### config.mk
export PLATFORM = sky130hd
export DESIGN_NAME = subsystem_regs
export DESIGN_NICKNAME = d
export VERILOG_FILES = /design/src/core/subsystem_regs_pkg.sv /design/src/core/subsystem_regs.sv
export SDC_FILE = /design/constraint.sdc
export NUM_CORES = 1
export LEC_CHECK = 0
export ABC_AREA = 1
export BUFFER_PORTS_ARGS = -buffer_cell sky130_fd_sc_hd__buf_2
export CORE_MARGIN = 5
export CORE_UTILIZATION = 50
export DETAILED_ROUTE_END_ITERATION = 8
export PLACE_DENSITY = 0.84
export SYNTH_ARGS = -nofsm -noshare
export SYNTH_HDL_FRONTEND = slang
export SYNTH_SLANG_ARGS = --single-unit
### constraint.sdc
create_clock -name i_clk -period 5.3 [get_ports i_clk]
set_clock_uncertainty 0.1 [all_clocks]
set_input_delay 0.265 -clock i_clk [delete_from_list [all_inputs] [get_ports i_clk]]
set_output_delay 0.265 -clock i_clk [all_outputs]
set_load 0.05 [all_outputs]
### src/core/subsystem_regs_pkg.sv
// Summary of operation
// - Status read shows eight pending flags, vertical sync through video port, in bits 0-7.
// - Writing the status offset is a control word; ones in bits 0-6 clear flags.
// - Control bits 7-13 set the seven interrupt enables: bit 7 for flag 4, bits 8-11 for flags 0-3, bits 12-13 for flags 5-6.
// - Control bits 15-14 select the drawing engine software reset action.
// - Feature control bit 0 is read/write and enables the accelerated display modes.
// - Feature bit 4 enables linear addressing; bits 9-6 read bus interface FIFO status.
// - Video DMA address holds start address in 31-2; bit 1 selects DMA write.
// - Video DMA length holds word count in 23-2; bits 1-0 and 31-24 reserved.
// - Video DMA runs only while enable bit 0 is set; software sets it last.
// - Command ring base in bits 31-12; bit 1 picks a 4 KByte or 64 KByte ring.
// - Software writes pointer 15-2 and flag bit 16; device shows read pointer 15-2.
package subsystem_regs_pkg;

  localparam logic [15:0] OFS_STATUS      = 16'h8504;
  localparam logic [15:0] OFS_FEATURE     = 16'h850c;
  localparam logic [15:0] OFS_VDMA_ADDR   = 16'h8580;
  localparam logic [15:0] OFS_VDMA_LEN    = 16'h8584;
  localparam logic [15:0] OFS_VDMA_EN     = 16'h8588;
  localparam logic [15:0] OFS_RING_BASE   = 16'h8590;
  localparam logic [15:0] OFS_RING_WPTR   = 16'h8594;
  localparam logic [15:0] OFS_RING_RPTR   = 16'h8598;
  localparam logic [15:0] OFS_RING_EN     = 16'h859c;

  // Pending flag positions in the status word.
  localparam int EV_VSYNC      = 0;
  localparam int EV_ENGINE     = 1;
  localparam int EV_FIFO_OVF   = 2;
  localparam int EV_FIFO_EMPTY = 3;
  localparam int EV_HOST_DMA   = 4;
  localparam int EV_CMD_DMA    = 5;
  localparam int EV_ENG_FIFO   = 6;
  localparam int EV_VIDEO_PORT = 7;
  localparam int NUM_EVENTS    = 8;
  localparam int NUM_CLEARABLE = 7;

  // Control and status word fields.
  localparam int CTL_EN_LSB    = 7;
  localparam int CTL_RST_LSB   = 14;
  localparam int ST_SLOTS_LSB  = 8;
  localparam int ST_IDLE_BIT   = 13;

  // Feature control fields.
  localparam int FEAT_ACCEL    = 0;
  localparam int FEAT_LINEAR   = 4;
  localparam int FEAT_BIU_LSB  = 6;

  localparam int VDMA_WRITE    = 1;
  localparam int RING_SIZE_BIT = 1;
  localparam int WPTR_UPD_BIT  = 16;
  localparam int PTR_W         = 14;
  localparam int PTR_LSB       = 2;
  localparam int VDMA_ADDR_LSB = 2;
  localparam int VDMA_ADDR_W   = 30;
  localparam int VDMA_LEN_LSB  = 2;
  localparam int VDMA_LEN_W    = 22;
  localparam int RING_BASE_LSB = 12;
  localparam int RING_BASE_W   = 20;

  localparam logic [PTR_W-1:0] PTR_MASK_4K  = 14'h03ff;
  localparam logic [PTR_W-1:0] PTR_MASK_64K = 14'h3fff;
  localparam logic [31:0]      ZERO_WORD    = 32'h0000_0000;

  typedef struct packed {
    logic [29:0] address;
    logic        write;
    logic [21:0] length;
    logic        run;
  } video_dma_type;

  typedef struct packed {
    logic        req;
    logic [31:0] addr;
  } fetch_type;

endpackage : subsystem_regs_pkg

### src/core/subsystem_regs.sv
// Chosen here: the strobed register port.
`timescale 1ns/1ps
module subsystem_regs (
  // Clock and reset.
  input  wire logic                          i_clk,
  input  wire logic                          i_reset_n,
  // Register port.
  input  wire logic [15:0]                   i_addr,
  input  wire logic [31:0]                   i_wdata,
  input  wire logic                          i_wr,
  input  wire logic                          i_rd,
  output logic      [31:0]                   o_rdata,
  // Event sources and engine state.
  input  wire logic [subsystem_regs_pkg::NUM_EVENTS-1:0] i_event,
  input  wire logic                          i_video_port_irq,
  input  wire logic [4:0]                    i_engine_slots_free,
  input  wire logic                          i_engine_idle,
  input  wire logic [3:0]                    i_biu_fifo_status,
  // Interrupt.
  output logic                               o_irq,
  // Control outputs.
  output logic [1:0]                         o_engine_reset_select,
  output logic                               o_accel_modes,
  output logic                               o_linear_addressing,
  output subsystem_regs_pkg::video_dma_type  o_video_dma,
  // Command ring fetch.
  output subsystem_regs_pkg::fetch_type      o_fetch,
  input  wire logic                          i_fetch_ack,
  input  wire logic [31:0]                   i_fetch_data,
  output logic [31:0]                        o_cmd_word,
  output logic                               o_cmd_valid
);
  import subsystem_regs_pkg::*;

  logic [NUM_EVENTS-1:0]    status_q;
  logic [NUM_EVENTS-1:0]    status_d;
  logic [NUM_CLEARABLE-1:0] enable_q;
  logic [1:0]               reset_sel_q;
  logic                     accel_q;
  logic                     linear_q;
  logic [29:0]              vdma_addr_q;
  logic                     vdma_write_q;
  logic [21:0]              vdma_len_q;
  logic                     vdma_run_q;
  logic [19:0]              ring_base_q;
  logic                     ring_64k_q;
  logic [PTR_W-1:0]         wptr_q;
  logic                     wptr_upd_q;
  logic [PTR_W-1:0]         rptr_q;
  logic                     ring_en_q;
  logic                     fetch_req_q;
  logic [31:0]              rdata_q;
  logic [31:0]              cmd_word_q;
  logic                     cmd_valid_q;
  logic                     cmd_done_q;

  // Address decode.
  wire sel_status = (i_addr == OFS_STATUS);
  wire sel_feat   = (i_addr == OFS_FEATURE);
  wire sel_vaddr  = (i_addr == OFS_VDMA_ADDR);
  wire sel_vlen   = (i_addr == OFS_VDMA_LEN);
  wire sel_ven    = (i_addr == OFS_VDMA_EN);
  wire sel_base   = (i_addr == OFS_RING_BASE);
  wire sel_wptr   = (i_addr == OFS_RING_WPTR);
  wire sel_rptr   = (i_addr == OFS_RING_RPTR);
  wire sel_ren    = (i_addr == OFS_RING_EN);

  wire wr_ctl = i_wr & sel_status;

  // Ring pointer arithmetic; the wrap follows the selected ring size.
  wire [PTR_W-1:0] ptr_mask  = ring_64k_q ? PTR_MASK_64K : PTR_MASK_4K;
  wire [PTR_W-1:0] rptr_inc  = rptr_q + 14'h0001;
  wire [PTR_W-1:0] rptr_next = (rptr_q & ~ptr_mask) | (rptr_inc & ptr_mask);
  wire             ptrs_meet = ((rptr_q ^ wptr_q) & ptr_mask) == 14'h0000;
  wire             next_meet = ((rptr_next ^ wptr_q) & ptr_mask) == 14'h0000;
  wire             fetch_go  = ring_en_q & ~ptrs_meet & ~fetch_req_q;
  wire             fetch_fin = fetch_req_q & i_fetch_ack;

  // In a 64 KByte ring the pointer covers address bits 15-12 as well.
  wire [3:0]  addr_mid   = ring_64k_q ? rptr_q[13:10] : ring_base_q[3:0];
  wire [31:0] fetch_addr = {ring_base_q[19:4], addr_mid, rptr_q[9:0], 2'b00};

  // Sticky flags: a new event wins over a clear in the same cycle.
  wire [NUM_CLEARABLE-1:0] clr_bits = wr_ctl ? i_wdata[NUM_CLEARABLE-1:0] : 7'h00;
  wire [NUM_EVENTS-1:0]    ev_in;

  genvar g;
  generate
    for (g = 0; g < NUM_EVENTS; g++)
    begin : g_event
      if (g == EV_CMD_DMA)
      begin : g_cmd
        assign ev_in[g] = i_event[g] | cmd_done_q;
      end
      else
      begin : g_ext
        assign ev_in[g] = i_event[g];
      end
      if (g < NUM_CLEARABLE)
      begin : g_sticky
        assign status_d[g] = ev_in[g] | (status_q[g] & ~clr_bits[g]);
      end
      else
      begin : g_level
        // The video port keeps its own flags, so this bit follows its line.
        assign status_d[g] = i_video_port_irq | ev_in[g];
      end
    end
  endgenerate

  // Enables are written in a different order from the flags.
  wire [NUM_EVENTS-1:0] enable_by_flag = {
    1'b1,
    enable_q[6],
    enable_q[5],
    enable_q[0],
    enable_q[4],
    enable_q[3],
    enable_q[2],
    enable_q[1]
  };

  assign o_irq = |(status_q & enable_by_flag);

  // Read multiplexer.
  wire [31:0] rd_status = {18'h0_0000, i_engine_idle, i_engine_slots_free, status_q};
  wire [31:0] rd_feat   = {22'h00_0000, i_biu_fifo_status, 1'b0, linear_q, 3'b000,
                           accel_q};
  wire [31:0] rd_vaddr  = {vdma_addr_q, vdma_write_q, 1'b0};
  wire [31:0] rd_vlen   = {8'h00, vdma_len_q, 2'b00};
  wire [31:0] rd_ven    = {31'h0000_0000, vdma_run_q};
  wire [31:0] rd_base   = {ring_base_q, 10'h000, ring_64k_q, 1'b0};
  wire [31:0] rd_wptr   = {15'h0000, wptr_upd_q, wptr_q, 2'b00};
  wire [31:0] rd_rptr   = {16'h0000, rptr_q, 2'b00};
  wire [31:0] rd_ren    = {31'h0000_0000, ring_en_q};

  wire [31:0] rd_mux =
      sel_status ? rd_status :
      sel_feat   ? rd_feat   :
      sel_vaddr  ? rd_vaddr  :
      sel_vlen   ? rd_vlen   :
      sel_ven    ? rd_ven    :
      sel_base   ? rd_base   :
      sel_wptr   ? rd_wptr   :
      sel_rptr   ? rd_rptr   :
      sel_ren    ? rd_ren    : ZERO_WORD;

  // Software may move the read pointer, but not while a fetch is in flight.
  wire rptr_sw_wr = i_wr & sel_rptr & ~fetch_req_q;

  always_ff @(posedge i_clk)
  begin
    if (!i_reset_n)
    begin
      status_q <= '0;
      rdata_q  <= ZERO_WORD;
    end
    else
    begin
      status_q <= status_d;
      rdata_q  <= i_rd ? rd_mux : ZERO_WORD;
    end
  end

  // Control word is write-only; enables and reset select only change here.
  always_ff @(posedge i_clk)
  begin
    if (!i_reset_n)
    begin
      enable_q    <= '0;
      reset_sel_q <= 2'b00;
    end
    else if (wr_ctl)
    begin
      enable_q    <= i_wdata[CTL_EN_LSB +: NUM_CLEARABLE];
      reset_sel_q <= i_wdata[CTL_RST_LSB +: 2];
    end
  end

  always_ff @(posedge i_clk)
  begin
    if (!i_reset_n)
    begin
      accel_q  <= 1'b0;
      linear_q <= 1'b0;
    end
    else if (i_wr && sel_feat)
    begin
      accel_q  <= i_wdata[FEAT_ACCEL];
      linear_q <= i_wdata[FEAT_LINEAR];
    end
  end

  always_ff @(posedge i_clk)
  begin
    if (!i_reset_n)
    begin
      vdma_addr_q  <= '0;
      vdma_write_q <= 1'b0;
      vdma_len_q   <= '0;
      vdma_run_q   <= 1'b0;
    end
    else
    begin
      if (i_wr && sel_vaddr)
      begin
        vdma_addr_q  <= i_wdata[VDMA_ADDR_LSB +: VDMA_ADDR_W];
        vdma_write_q <= i_wdata[VDMA_WRITE];
      end
      if (i_wr && sel_vlen)
      begin
        vdma_len_q <= i_wdata[VDMA_LEN_LSB +: VDMA_LEN_W];
      end
      if (i_wr && sel_ven)
      begin
        vdma_run_q <= i_wdata[0];
      end
    end
  end

  always_ff @(posedge i_clk)
  begin
    if (!i_reset_n)
    begin
      ring_base_q <= '0;
      ring_64k_q  <= 1'b0;
      ring_en_q   <= 1'b0;
    end
    else
    begin
      if (i_wr && sel_base)
      begin
        ring_base_q <= i_wdata[RING_BASE_LSB +: RING_BASE_W];
        ring_64k_q  <= i_wdata[RING_SIZE_BIT];
      end
      if (i_wr && sel_ren)
      begin
        ring_en_q <= i_wdata[0];
      end
    end
  end

  // The updated flag drops once the ring drains, unless software sets it again.
  always_ff @(posedge i_clk)
  begin
    if (!i_reset_n)
    begin
      wptr_q     <= '0;
      wptr_upd_q <= 1'b0;
    end
    else if (i_wr && sel_wptr)
    begin
      wptr_q     <= i_wdata[PTR_LSB +: PTR_W];
      wptr_upd_q <= i_wdata[WPTR_UPD_BIT];
    end
    else if (fetch_fin && next_meet)
    begin
      wptr_upd_q <= 1'b0;
    end
  end

  // Fetch engine: one outstanding word request at a time.
  always_ff @(posedge i_clk)
  begin
    if (!i_reset_n)
    begin
      rptr_q      <= '0;
      fetch_req_q <= 1'b0;
      cmd_word_q  <= ZERO_WORD;
      cmd_valid_q <= 1'b0;
      cmd_done_q  <= 1'b0;
    end
    else
    begin
      cmd_valid_q <= fetch_fin;
      cmd_done_q  <= fetch_fin & next_meet;
      if (fetch_fin)
      begin
        fetch_req_q <= 1'b0;
        rptr_q      <= rptr_next;
        cmd_word_q  <= i_fetch_data;
      end
      else if (rptr_sw_wr)
      begin
        rptr_q <= i_wdata[PTR_LSB +: PTR_W];
      end
      else if (fetch_go)
      begin
        fetch_req_q <= 1'b1;
      end
    end
  end

  assign o_rdata               = rdata_q;
  assign o_engine_reset_select = reset_sel_q;
  assign o_accel_modes         = accel_q;
  assign o_linear_addressing   = linear_q;
  assign o_video_dma.address   = vdma_addr_q;
  assign o_video_dma.write     = vdma_write_q;
  assign o_video_dma.length    = vdma_len_q;
  assign o_video_dma.run       = vdma_run_q;
  assign o_fetch.req           = fetch_req_q;
  assign o_fetch.addr          = fetch_addr;
  assign o_cmd_word            = cmd_word_q;
  assign o_cmd_valid           = cmd_valid_q;

endmodule : subsystem_regs

### Word-level counts from Yosys, hierarchy flattened

Index checks and enable logic that the tools add are counted.

* flip-flop bits (word level): 191
* bits in latches: 0
* bits in writable memories: 0
* bits in read-only memories: 0
* bits of input ports: 104
* output and inout bits: 157
* word-level logic and storage cells: 108
* memories kept: 0

* add/subtract/negate cells: 1
* multipliers: 0
* divide/modulo/power cells: 0
* magnitude comparators: 0
* eq/ne operators: 9
* shifts and indexed selects: 0
* muxes and demuxes: 16
* bitwise gates (word level): 44
* reduce and logical (&&, ||, !) cells: 17

Operators with widths (number)
* 16-bit == test, second input constant: 9
* 32-bit two-way mux: 4
* 14-bit two-way mux: 5
* 14-bit AND: 4
* 14-bit logical NOT: 2
* 14-bit XOR: 2
* 17-bit two-way mux: 1
* 16-bit two-way mux: 1
* 14-bit by 1-bit adder with 14-bit output, second input constant: 1
* 1-bit AND: 14
* 14-bit inverter: 1
* 14-bit bitwise OR: 1
* 1-bit inverter: 12
* 1-bit bitwise OR: 9
* 8-bit AND: 1
* 1-bit logical AND: 8
* 8-bit OR reduction: 1
* 7-bit two-way mux: 1
* 4-bit two-way mux: 1
* 2-bit AND reduction: 2
* 2-bit nonzero test: 2
* 4-bit OR reduction: 1
* 1-bit two-way mux: 3
* 2-bit OR reduction: 1

### Depth between registers and ports, before layout

* depth in word-level cells: 10
* depth in mapped cells: 14
* mapped depth without buffers: 14

### Worst setup path after synthesis

Ideal clock, no wire load.

* path type: register -> output
* start: register ring_64k_q
* end: output o_fetch[12] in the netlist's numbering
* arrival time: 1.585 ns
* required time: 4.935 ns
* setup slack: 3.350 ns
* cell stages (with the launch flop): 3
* buffers on the path: 1
* cells stage by stage: dfxtp_1 -> clkbuf_1 -> o21ai_0

RTL lines
* start: declaration: line subsystem_regs.sv:46 `logic ring_64k_q;`
* start signal: assignment: line subsystem_regs.sv:234 `ring_64k_q <= i_wdata[RING_SIZE_BIT];`
* end: declaration: line subsystem_regs.sv:27 `output subsystem_regs_pkg::fetch_type o_fetch,`

### Worst setup path in the final report

* start: input i_addr[2]
* end: register ring_64k_q

* word-level cells in the longest chain between the ends: 2

RTL lines
* start: declaration: line subsystem_regs.sv:8 `input wire logic [15:0] i_addr,`
* 16-bit == test: line subsystem_regs.sv:63 `wire sel_base = (i_addr == OFS_RING_BASE);`
* 1-bit logical AND: line subsystem_regs.sv:231 `if (i_wr && sel_base)`

No other way between the ends.
A chain may end at the register's enable or synchronous reset.

==> flow_metrics.py <==
metrics = {
    "global_routing": {
        "grt_overflow": 0,
        "grt_pass1_wl_microns": 46910,
        "grt_usage_pct": 30.01,
        "grt_pass1_vias": 8358,
        "antenna_found_initial": 0,
        "grt_max_degree": 54,
    },
    "route": {
        "route.vias.total": 8758,
        "drt_iter0_markers": 897,
        "drc": 0,
        "antenna_left": 0,
        "wl_microns": 30350,
        "dr.pass1.iters": 6,
        "viasPerCell": 5.491,
        "avgRoutedWirePerCell_microns": 19.03,
    },
    "finish": {
        "finalNetCount": 1467,
        "diodes": 0,
        "area_growth_pct": 25.83,
        "fin_util_pct": 64.09,
        "layout-drive-gt1-share_pct": 24.00,
        "fillCellCount": 1477,
    },
    "power": {
        "swShare_pct": 24.68,
        "p_clk_share_pct": 43.0,
        "internal-power_uw": 2115,
        "ir_worst_vdd_mv": 0.2393,
        "p_sw_uw": 693.0,
        "comb_power_share_pct": 5.7,
        "p_seq_share_pct": 51.4,
        "p_leak_uw": 0.005021,
        "power.density_mw_per_mm2": 264.2,
    },
    "clock_network": {
        "post_cts.repair.setup_buffers": 0,
        "cts_tree": "done",
        "numCtsBuffers": 17,
        "cts-resized-gates": 0,
        "clock-sinks": 191,
        "clk_path_buf_depth": 2,
        "cts_htree_levels": 4,
        "clock_latency_ns": 0.43,
        "clkTransAtPathRegs_ns": 0.07,
        "clockRootBuffer": "clkbuf_16",
    },
    "sta": {
        "rsz0062_at_grt": "false",
        "period_minus_slack_ns": 2.873,
        "worst-slew-pin-transition_ns": 1.333,
        "tns_ns": 0,
        "finalSetupViolations": 0,
        "slew_viol_final": 0,
        "slew_headroom_pct": 11.07,
        "hold_viol": 0,
        "finalCritPeriodShare_pct": 54.20,
        "fmax_mhz": 348.1,
    },
    "yosys": {
        "synth_cells": 1114,
        "synth.top_cell.area_share_pct": 45.27,
        "syn_area_sq_mm": 0.008447,
        "synth.area.top_cells": "dfxtp_1 45%, nand2_1 7.9%, a21oi_1 7.1%, o21ai_0 7.0%, inv_1 5.3%",
        "ys_ff_latch": 191,
        "synthTopCellsByCount": "191 x dfxtp_1, 178 x nand2_1, 119 x a21oi_1, 119 x inv_1, 118 x o21ai_0",
        "yosysSeqAreaShare_pct": 45.27,
        "syn_area_per_cell_sq_um": 7.582,
        "synthFlopType": "dfxtp_1",
        "synth-edff-count": 0,
        "yosys_warnings": 0,
        "yosys.area.top_type": "dfxtp_1",
        "synth_most_common_cell": "dfxtp_1",
        "synthArstFlopShare_pct": 0,
        "ys_types": 47,
    },
    "setup_path": {
        "cp_top_family": "simple AND/OR/NAND/NOR gates",
        "crit_path_end_kind": "register",
        "critical_path_class": "primary input to register",
        "cp.arrival_ns": 3.12,
        "cp_num_buf_inv": 4,
        "crit_chain": "buf_2, inv_1, nand2_1, nor2_2, inv_2, nor2_4, inv_2, a211oi_1",
        "required_ns": 5.55,
        "start_kind": "primary input",
        "crit_fanout": 34,
        "cp_slowest_cell": "nor2_2",
        "critical_path.max_stage_delay_ns": 0.87,
        "cp_common_cell": "inv_2",
    },
    "status": {
        "status": "finished clean",
    },
    "placement": {
        "portBuffers": 258,
        "dp_hpwl_microns": 21880,
        "gp_congestion": 1.008,
    },
    "die": {
        "start_util_pct": 50.94,
        "dieArea_sq_mm": 0.01959,
        "core_area_sq_mm": 0.01658,
        "dieHeight_microns": 140.0,
        "core.rowCount": 47,
        "die_width_microns": 140.0,
        "io_pins": 261,
    },
    "job": {
        "maxCapViolCount": 0,
    },
    "worst_hold_path": {
        "hp-class": "primary input to register",
    },
}
[kinds of logic after synthesis]
| logic type | Yosys count | synth area share, % |
|---|---|---|
| other cells | 1 | 0.04440 |
| flops | 191 | 45.27 |
| fa+ha+maj | 1 | 0.1481 |
| buf+inv | 216 | 11.39 |
| simple gates | 357 | 18.01 |
| compound gates | 333 | 23.58 |
| xor+xnor | 15 | 1.555 |
[metal layers]
metal	vias up	GRT usage [%]	share of wire, %	wire length (microns)
li1	4174	-	-	-
met4	0	12.80	4.0	1199
met3	80	7.362	10	3031
met5	-	0	0	0
met1	3998	38.68	40	12030
met2	506	48.19	46	14080
[placed cells by master, fill, tap and decap left out, types with 4 or more instances in the layout]
| cell | instances |
|---|---|
| buf_2 | 258 |
| dfxtp_1 | 191 |
| nand2_1 | 178 |
| inv_1 | 119 |
| a21oi_1 | 119 |
| o21ai_0 | 118 |
| nor2_1 | 108 |
| dlygate4sd3_1 | 51 |
| nand3_1 | 32 |
| a22o_1 | 32 |
| a211oi_1 | 25 |
| clkbuf_16 | 17 |
| xor2_1 | 11 |
| inv_2 | 10 |
| nor3_1 | 9 |
| a211oi_2 | 9 |
| a221oi_1 | 8 |
| nand4_1 | 8 |
| nor2_2 | 6 |
| o21ai_1 | 5 |
| xnor2_1 | 4 |
[layout make-up]
cell class                      count  area [sq um]  share of cell area, %
Clock inverter                     12         101.3                 0.9535
Sequential cell                   191          3824                  35.97
Timing Repair Buffer              312          1824                  17.16
Tap cell                          220         275.3                  2.590
Multi-Input combinational cell    708          3670                  34.53
Inverter                          132         498.0                  4.685
Clock buffer                       20         436.7                  4.108
[per-stage QoR]
step / total power (uW) / worst slack, ns / cells / hold slack (ns) / area, sq um
floorplan: 1526 / 3.350 / 1115 / 0.2752 / 8451
global placement: 1599 / 2.208 / 1512 / 0.3500 / 9580
detailed placement: 1600 / 2.041 / 1512 / 0.3535 / 9580
CTS: 2802 / 2.500 / 1595 / 0.0005629 / 10630
global route: 2882 / 2.097 / 1595 / 0.01898 / 10630
finish: 2808 / 2.427 / 1595 / 0.004679 / 10630
[flip-flops by register name, summed over array words and instances, names as in the netlist, 2 cells and up]
name and flops:
o_cmd_word 32, o_rdata 32, enable_q 7, vdma_addr_q 30, o_engine_reset_select 2, rptr_q 14
vdma_len_q 22, status_q 8, wptr_q 14, ring_base_q 20
[worst register-to-register path, stage by stage, from the launching register on]
cell and delay, ns:
dfxtp_1 0.39, nand2_1 0.51, inv_1 0.33, nor2_2 1.05, nand2_1 0.11, a21oi_1 0.20
[what timing repair did]
item,in CTS,in global routing
hold endpoints to repair,56,0
setup endpoints to repair,0,0
hold buffers,51,0
[power groups by stage]
stage	Combinational (uW)	Clock (uW)	Sequential (uW)
after floorplan	53.0	0	1470
after global placement	124	0	1480
after detailed placement	125	0	1480
after CTS	154	1210	1440
after global routing	169	1270	1440
final	159	1210	1440
[worst paths after layout]
check,from,to,slack (ns),cells past startpoint
setup / recovery,i_addr[2],ring_64k_q$_SDFFE_PN0P_,2.43,8
hold reg to reg,o_cmd_word[6]$_SDFFE_PN0P_,o_cmd_word[6]$_SDFFE_PN0P_,0.37,1
setup reg to reg,fetch_req_q$_SDFFE_PP0P_,fetch_req_q$_SDFFE_PP0P_,2.54,5
hold / removal,i_event[3],status_q[3]$_SDFF_PN0_,0.005,3
No activity file was read; power rests on OpenSTA's default activity.
